$ cat config.mk
export PLATFORM = sky130hd
export DESIGN_NAME = fcdq_top
export DESIGN_NICKNAME = d
export VERILOG_FILES = /design/src/rtl/fcdq_pkg.sv /design/src/rtl/fcdq_top.sv
export VERILOG_INCLUDE_DIRS = /design/src /design/src/rtl
export SDC_FILE = /design/constraint.sdc
export NUM_CORES = 1
export LEC_CHECK = 0
export BUFFER_PORTS_ARGS = -buffer_cell sky130_fd_sc_hd__buf_2
export CAP_MARGIN = 20
export CORE_UTILIZATION = 50
export DETAILED_ROUTE_END_ITERATION = 8
export PLACE_DENSITY = 0.79
export RECOVER_POWER = 50
export SLEW_MARGIN = 20
export SYNTH_ARGS = -nofsm -noshare
export SYNTH_HDL_FRONTEND = slang
export SYNTH_SLANG_ARGS = --single-unit
$ cat constraint.sdc
create_clock -name clock -period 2.9 [get_ports clock]
set_input_delay 0 -clock clock [delete_from_list [all_inputs] [get_ports clock]]
set_output_delay 0 -clock clock [all_outputs]
set_load 0.05 [all_outputs]
$ cat src/rtl/fcdq_regs.svh
`ifndef FCDQ_REGS_SVH
`define FCDQ_REGS_SVH

// ==========================================================
// Clock
`define FCDQ_CLK_PERIOD_NS 10

// ==========================================================
// Carrier qualification
`define FCDQ_PULSES_NEEDED 3'h4
`define FCDQ_PULSE_CNT_RST 3'h0

// Longest gap between comparator pulses, as a time
`define FCDQ_GAP_TIMEOUT_NS 2500000
// Longest gap as a count, rounded down
`define FCDQ_GAP_TIMEOUT_CYCLES (`FCDQ_GAP_TIMEOUT_NS / `FCDQ_CLK_PERIOD_NS)

// ==========================================================
// Demodulator split between mark and space half periods
// Mark half period 417 us, space 227 us, split near the middle
`define FCDQ_SPLIT_HALF_NS 294000
`define FCDQ_SPLIT_HALF_CYCLES (`FCDQ_SPLIT_HALF_NS / `FCDQ_CLK_PERIOD_NS)

// ==========================================================
// Reset values
`define FCDQ_TIMER_RST 18'h00000
`define FCDQ_PIN_SYNC_RST 2'h1

`endif

$ cat src/rtl/fcdq_pkg.sv
// ==========================================================
// Types shared by the carrier detect qualifier
package fcdq_pkg;

  // Detector states
  typedef enum logic {
    FCDQ_QUALIFY,
    FCDQ_PRESENT
  } fcdq_state_t;

  // Width of the gap and half period counters
  typedef logic [17:0] fcdq_count_t;

endpackage : fcdq_pkg

$ cat src/rtl/fcdq_top.sv
`timescale 1ns/100ps
`include "fcdq_regs.svh"

// Behaviour
// RULE1 - Level comparator is low below the threshold; one pulse per carrier cycle above it.
// RULE2 - Carrier present rises only in receive mode after four consecutive pulses.
// RULE3 - Carrier present holds while receiving and pulse gaps stay under 2.5 ms.
// RULE4 - After carrier drops, a fresh run of four pulses from zero is needed.
// RULE5 - Four pulses equal four carrier periods: 3.33 ms at 1200 Hz, 1.82 ms at 2200.
// RULE6 - The system supplies the modem time base from a resonator or external clock.
// RULE7 - Power-on clear is held low past 2.5 V supply plus 10 ns.
// RULE8 - Received data shows only with carrier present: high for 1200 Hz, low for 2200.
// RULE9 - Send request low means transmit with modulator on; high means receive.
// RULE10 - Power-on clear low holds carrier low and clears counter and timer.

module fcdq_top #(
  parameter logic [17:0] GAP_TIMEOUT_CYCLES = 18'(`FCDQ_GAP_TIMEOUT_CYCLES),
  parameter logic [17:0] SPLIT_HALF_CYCLES = 18'(`FCDQ_SPLIT_HALF_CYCLES)
) (
  input wire logic clock,
  input wire logic rst,
  input wire logic ce,
  input wire logic signed [7:0] filtered_rx_level,
  input wire logic signed [7:0] detect_threshold_ref,
  input wire logic send_request_n,
  input wire logic power_on_clear_n,
  output logic carrier_present,
  output logic rx_bit_out,
  output logic modulator_enable
);

  // ==========================================================
  // Helpers

  // Saturating increment, shared by the gap timer and the half period counter
  function automatic fcdq_pkg::fcdq_count_t fcdq_sat_inc(input fcdq_pkg::fcdq_count_t value);
    if (value == 18'h3FFFF) begin
      fcdq_sat_inc = value;
    end else begin
      fcdq_sat_inc = value + 18'h00001;
    end
  endfunction : fcdq_sat_inc

  // ==========================================================
  // Pin synchronisers

  // Bit 0 is send request, bit 1 is power-on clear; both idle high
  logic [1:0] pin_raw;
  logic [1:0] pin_s1;
  logic [1:0] pin_s2;
  logic [1:0] pin_s3;
  logic [1:0] pin_stable;
  logic [1:0] next_pin_stable;

  assign pin_raw = {power_on_clear_n, send_request_n};

  // A change counts only once the second and third stages agree
  genvar gi;
  generate
    for (gi = 0; gi < 2; gi++) begin : g_pin
      always_comb begin
        next_pin_stable[gi] = (pin_s2[gi] == pin_s3[gi]) ? pin_s3[gi] : pin_stable[gi];
      end
    end
  endgenerate

  // Power-on clear resets to low so the block stays cleared until the pin shows high
  always_ff @(posedge clock) begin
    if (rst) begin
      pin_s1 <= `FCDQ_PIN_SYNC_RST;
      pin_s2 <= `FCDQ_PIN_SYNC_RST;
      pin_s3 <= `FCDQ_PIN_SYNC_RST;
      pin_stable <= `FCDQ_PIN_SYNC_RST;
    end else if (ce) begin
      pin_s1 <= pin_raw;
      pin_s2 <= pin_s1;
      pin_s3 <= pin_s2;
      pin_stable <= next_pin_stable;
    end
  end

  logic receive_mode;
  logic clear_n;

  assign receive_mode = pin_stable[0]; // RULE9
  assign clear_n = pin_stable[1];

  // Modulator runs only while the host asks to send
  assign modulator_enable = ~pin_stable[0]; // RULE9

  // ==========================================================
  // Comparators

  // Samples arrive from logic on this clock, so no synchroniser
  logic level_above;
  logic level_above_q;
  logic zero_above;
  logic zero_above_q;
  logic carrier_pulse;
  logic zero_cross;

  // Below the threshold the comparator is low
  assign level_above = (filtered_rx_level >= detect_threshold_ref); // RULE1
  // One rising edge per carrier cycle gives one pulse
  assign carrier_pulse = level_above & ~level_above_q; // RULE1 RULE5
  // Data comparator sits on analog ground and toggles each crossing
  assign zero_above = (filtered_rx_level > 8'sh00);
  assign zero_cross = zero_above ^ zero_above_q;

  // Previous comparator levels for edge detection
  always_ff @(posedge clock) begin
    if (rst) begin
      level_above_q <= 1'b0;
      zero_above_q <= 1'b0;
    end else if (ce) begin
      level_above_q <= level_above;
      zero_above_q <= zero_above;
    end
  end

  // ==========================================================
  // Carrier qualification

  fcdq_pkg::fcdq_state_t state;
  fcdq_pkg::fcdq_state_t next_state;
  logic [2:0] pulse_cnt;
  logic [2:0] next_pulse_cnt;
  fcdq_pkg::fcdq_count_t gap_timer;
  fcdq_pkg::fcdq_count_t next_gap_timer;
  logic gap_expired;

  // A pulse landing exactly on the expiry is late and starts a new run
  assign gap_expired = (gap_timer == GAP_TIMEOUT_CYCLES - 18'h00001); // RULE3

  // Next state, pulse count and gap timer
  always_comb begin
    next_state = state;
    next_pulse_cnt = pulse_cnt;
    next_gap_timer = gap_timer;
    if (!clear_n || !receive_mode) begin
      // Cleared or transmitting: nothing is qualified
      next_state = fcdq_pkg::FCDQ_QUALIFY; // RULE10 RULE2 RULE3
      next_pulse_cnt = `FCDQ_PULSE_CNT_RST; // RULE10
      next_gap_timer = `FCDQ_TIMER_RST; // RULE10
    end else begin
      next_gap_timer = carrier_pulse ? `FCDQ_TIMER_RST : fcdq_sat_inc(gap_timer);
      if (gap_expired) begin
        // Carrier lost; a pulse arriving now counts as the first of a new run
        next_state = fcdq_pkg::FCDQ_QUALIFY; // RULE3
        next_pulse_cnt = carrier_pulse ? 3'h1 : `FCDQ_PULSE_CNT_RST; // RULE4
      end else if (carrier_pulse) begin
        unique case (state)
          fcdq_pkg::FCDQ_QUALIFY: begin
            if (pulse_cnt == `FCDQ_PULSES_NEEDED - 3'h1) begin
              next_state = fcdq_pkg::FCDQ_PRESENT; // RULE2 RULE5
              next_pulse_cnt = `FCDQ_PULSE_CNT_RST; // RULE4
            end else begin
              next_pulse_cnt = pulse_cnt + 3'h1; // RULE2
            end
          end
          fcdq_pkg::FCDQ_PRESENT: begin
            next_state = fcdq_pkg::FCDQ_PRESENT; // RULE3
          end
        endcase
      end
    end
  end

  // Detector registers
  always_ff @(posedge clock) begin
    if (rst) begin
      state <= fcdq_pkg::FCDQ_QUALIFY;
      pulse_cnt <= `FCDQ_PULSE_CNT_RST;
      gap_timer <= `FCDQ_TIMER_RST;
    end else if (ce) begin
      state <= next_state;
      pulse_cnt <= next_pulse_cnt;
      gap_timer <= next_gap_timer;
    end
  end

  assign carrier_present = (state == fcdq_pkg::FCDQ_PRESENT); // RULE2 RULE3

  // ==========================================================
  // Demodulator

  // Half period length decides mark or space; crude but enough for two tones
  fcdq_pkg::fcdq_count_t half_cnt;
  fcdq_pkg::fcdq_count_t next_half_cnt;
  logic demod_bit;
  logic next_demod_bit;
  logic rx_bit;
  logic next_rx_bit;

  // Next half period count, decision and gated output bit
  always_comb begin
    next_half_cnt = fcdq_sat_inc(half_cnt);
    next_demod_bit = demod_bit;
    if (!clear_n || !receive_mode) begin
      // Receive path is off while transmitting
      next_half_cnt = `FCDQ_TIMER_RST;
      next_demod_bit = 1'b0;
    end else if (zero_cross) begin
      // Long half period is mark, short is space
      next_demod_bit = (half_cnt >= SPLIT_HALF_CYCLES); // RULE8
      next_half_cnt = `FCDQ_TIMER_RST;
    end
    // Data passes only with a qualified carrier
    next_rx_bit = next_demod_bit & (next_state == fcdq_pkg::FCDQ_PRESENT); // RULE8
  end

  // Demodulator registers
  always_ff @(posedge clock) begin
    if (rst) begin
      half_cnt <= `FCDQ_TIMER_RST;
      demod_bit <= 1'b0;
      rx_bit <= 1'b0;
    end else if (ce) begin
      half_cnt <= next_half_cnt;
      demod_bit <= next_demod_bit;
      rx_bit <= next_rx_bit;
    end
  end

  assign rx_bit_out = rx_bit;

endmodule : fcdq_top

==> run_results.csv <==
group,metric,value,unit
outcome,status,"finished, final reports clean",
placement,port_buffers,23,
floorplan,ios,24,
finish,regArea,0.00104,mm²
finish,multi_input_area,0.00166,mm²
clock_network,clkTransAtPathRegs,0.09,ns
finish,final_cell_mix,"52 x dfxtp_1, 33 x nor2_1, 30 x a21oi_1",
power_and_ir_drop,fin_total_pwr,1.25,mW
global_routing,grt_antenna_before_repair,0,
synth,synthDistinctLibCells,52,
global_routing,grt-ovfl-total,0,
drt,vias_per_cell,5.95,
power_and_ir_drop,p_int,0.955,mW
critical_path,critPathCaptureType,"register",
worst_hold_path,hold_class,"input pin to register",
finish,final_nets,397,
placement,hpwl,4.08,mm
finish,fin_util,56.6,%
power_and_ir_drop,p_switching,0.295,mW
critical_path,r2r_start,"zero_above_q$_SDFFE_PP0P_",
clock_network,worstSkewPairLatency,0.31,ns
drt,wl_met2,2.69,mm
synth,synth.area.top_cells,"dfxtp_1 37%, a21oi_1 5.3%, ha_1 5.3%",
drt,dr_wl_met3,246,µm
critical_path,worstRegToRegCells,6,
synth,syn_area,0.00284,mm²
synth,yosysTopAreaCell,"dfxtp_1",
power_and_ir_drop,pwr-share-clk,33.8,%
run,maxCapViolCount,0,
global_routing,grt_pass1_vias,2270,
synth,synth.top_cell.area_share,36.7,%
finish,nFillCells,507,
placement,place_ws,0.548,ns
worst_hold_path,holdPathStages,4,
critical_path,slowest_stage,"or4_1",
critical_path,crit_arrival,2.63,ns
critical_path,rr_endpoint,"half_cnt[4]$_SDFFE_PP0P_",
critical_path,crit_required,3.15,ns
power_and_ir_drop,ir_drop,0.171,mV
synth,synth.avg_cell_area,8.25,µm²
worst_hold_path,hp-start,"filtered_rx_level[7]",
timing,holdWs,0.0881,ns
critical_path,crit_buf_inv,0,
finish,final_common_cell,"dfxtp_1",
drt,drt-initial-drc-count,166,
floorplan,die_w,77.4,µm
drt,ant_nets,0,
worst_hold_path,min_to,"zero_above_q$_SDFFE_PP0P_",
clock_network,clock_sinks,52,
critical_path,start_kind,"register",
global_routing,grt_start_max_net_pins,26,
timing,fin_crit_sh,82.0,%
power_and_ir_drop,p_seq_share,58.2,%
synth,synth_seq_area_share,36.7,%
drt,wl_per_cell,13.2,µm
floorplan,core_area,0.00547,mm²
timing,report.final.slew_viol_count,0,
power_and_ir_drop,power-per-cell-area,403,mW/mm²
finish,antenna_cells,0,
finish,area_growth,9.17,%
placement,routabilityCongestion,0.841,
timing,fmax,0.420,GHz
critical_path,cp_top_family,"simple AND/OR/NAND/NOR gates",
synth,synth_fp_nets,377,
synth,syn_inst,344,
clock_network,numCtsBuffers,5,
timing,period_minus_slack,2.38,ns
critical_path,slowest_delay,0.54,ns
clock_network,clock_path_buffers,2,
critical_path,cp_common_cell,"or4_1",
global_routing,grt_pass1_wl,9.65,mm
drt,wirelength,5.77,mm
power_and_ir_drop,p_sw_share,23.6,%
critical_path,worstPathCellList,"or4_1, mux2i_1, o21ai_2, a21o_1, or4_1, nand2_1",
synth,ys.flop_type,"dfxtp_1",
drt,vias,2598,
drt,dr.pass1.iters,5,
critical_path,crit_type,"register to register",
critical_path,rrSetupSlack,0.52,ns
clock_network,root_buffer,"clkbuf_8",
timing,rsz0062_at_grt,"no",
floorplan,start_util,51.9,%
drt,drcViolationCount,0,
floorplan,dieArea,0.00598,mm²
critical_path,crit_fanout,16,
timing,worst_slack,0.522,ns
floorplan,die_h,77.4,µm
synth,synth-edff-count,0,
drt,highest-signal-layer,"met4",
timing,finalSetupViolCount,0,
synth,ys_ff_latch,52,
timing,setup_tns,0,ns
finish,final_layout_size_suffix_gt1_share,8.22,%
timing,finClkSkew,0.00846,ns
global_routing,track_usage,19.7,%
timing,slew_headroom,29.4,%
drt,wl_met1,2.78,mm
power_and_ir_drop,leakagePower,1.15,nW
synth,async_flop_share,0,%
timing,worst-slew-pin-transition,1.06,ns
synth,ys_warn_count,0,
clock_network,cts_tree,"done",
timing,hold_viol,0,
power_and_ir_drop,power_frac_comb,8.0,%
clock_network,cts-htree-levels,2,
floorplan,num_rows,27,
[Yosys cell counts, types with 6 or more instances]
cell,number
o31ai_1,8
o21ai_0,11
clkbuf_1,12
or4_1,12
a21o_1,7
nand4_1,14
nor2_1,33
dfxtp_1,52
xor2_1,12
a21oi_1,30
ha_1,12
inv_1,20
nand3_1,16
mux2i_1,6
nand2_1,20
[worst max path at each step]
stage,to,start,slack (ns),cells past startpoint
floorplan,half_cnt[4]$_SDFFE_PP0P_,zero_above_q$_SDFFE_PP0P_,0.81,7
global placement,half_cnt[3]$_SDFFE_PP0P_,zero_above_q$_SDFFE_PP0P_,0.61,6
detailed placement,gap_timer[14]$_SDFFE_PP0P_,filtered_rx_level[5],0.55,9
CTS,half_cnt[3]$_SDFFE_PP0P_,zero_above_q$_SDFFE_PP0P_,0.53,6
global route,half_cnt[3]$_SDFFE_PP0P_,zero_above_q$_SDFFE_PP0P_,0.37,6
finish,half_cnt[4]$_SDFFE_PP0P_,zero_above_q$_SDFFE_PP0P_,0.52,6
[flip-flops by register name, summed over array words and instances (netlist names), 2 cells and up]
| signal | flops |
|---|---|
| gap_timer | 18 |
| half_cnt | 18 |
| pulse_cnt | 3 |
| pin_s1 | 2 |
| pin_s2 | 2 |
| pin_s3 | 2 |
| pin_stable | 2 |
[layer usage]
metal	global-route usage [%]	vias to the layer above
met1	24.5	1208
li1	-	1327
met5	0	-
met3	4.00	7
met4	7.36	0
met2	33.3	56
[cell families (layout without fill, tap and decap cells)]
group                    Yosys count  count (layout)  synth area share (%)
XOR/XNOR                          12              12                  3.70
buffers and inverters             35              56                  5.02
multiplexers                       6               6                  2.12
AND/OR/NAND/NOR                  132             132                  24.8
adder cells (fa/ha/maj)           12              12                  5.29
flip-flops                        52              52                  36.7
AO/OA/AOI/OAI                     95              95                  22.4
[worst min-delay path, cell delays in order]
cell and delay [ns]:
buf_2 0.13, a311oi_1 0.06, a21oi_1 0.11, nor2_1 0.05
[through the flow]
| stage | std cells | area [µm²] |
|---|---|---|
| floorplan | 344 | 2840 |
| global placement | 427 | 3000 |
| detailed placement | 427 | 3000 |
| CTS | 437 | 3110 |
| global route | 437 | 3100 |
| finish | 437 | 3100 |
[area by class of cell]
cell class,instances,share of cell area (%)
Clock buffer,8,2.91
Inverter,20,2.42
Multi-Input combinational cell,257,53.4
Sequential cell,52,33.6
Tap cell,72,2.91
Timing Repair Buffer,28,4.76
[repair_timing]
item	4_1_cts	5_1_grt
setup buffers	0	0
setup endpoints to repair	0	0
gates resized for setup	0	0
hold buffers	2	0
hold endpoints to repair	2	0
[power groups by stage]
stage | logic [mW] | registers (mW) | clock network (mW)
after detailed placement | 0.0982 | 0.744 | 0
after CTS | 0.101 | 0.727 | 0.432
after floorplan | 0.0693 | 0.743 | 0
after global routing | 0.114 | 0.729 | 0.457
after global placement | 0.0958 | 0.744 | 0
final | 0.0999 | 0.728 | 0.423
Power figures use the tool's default switching activity.
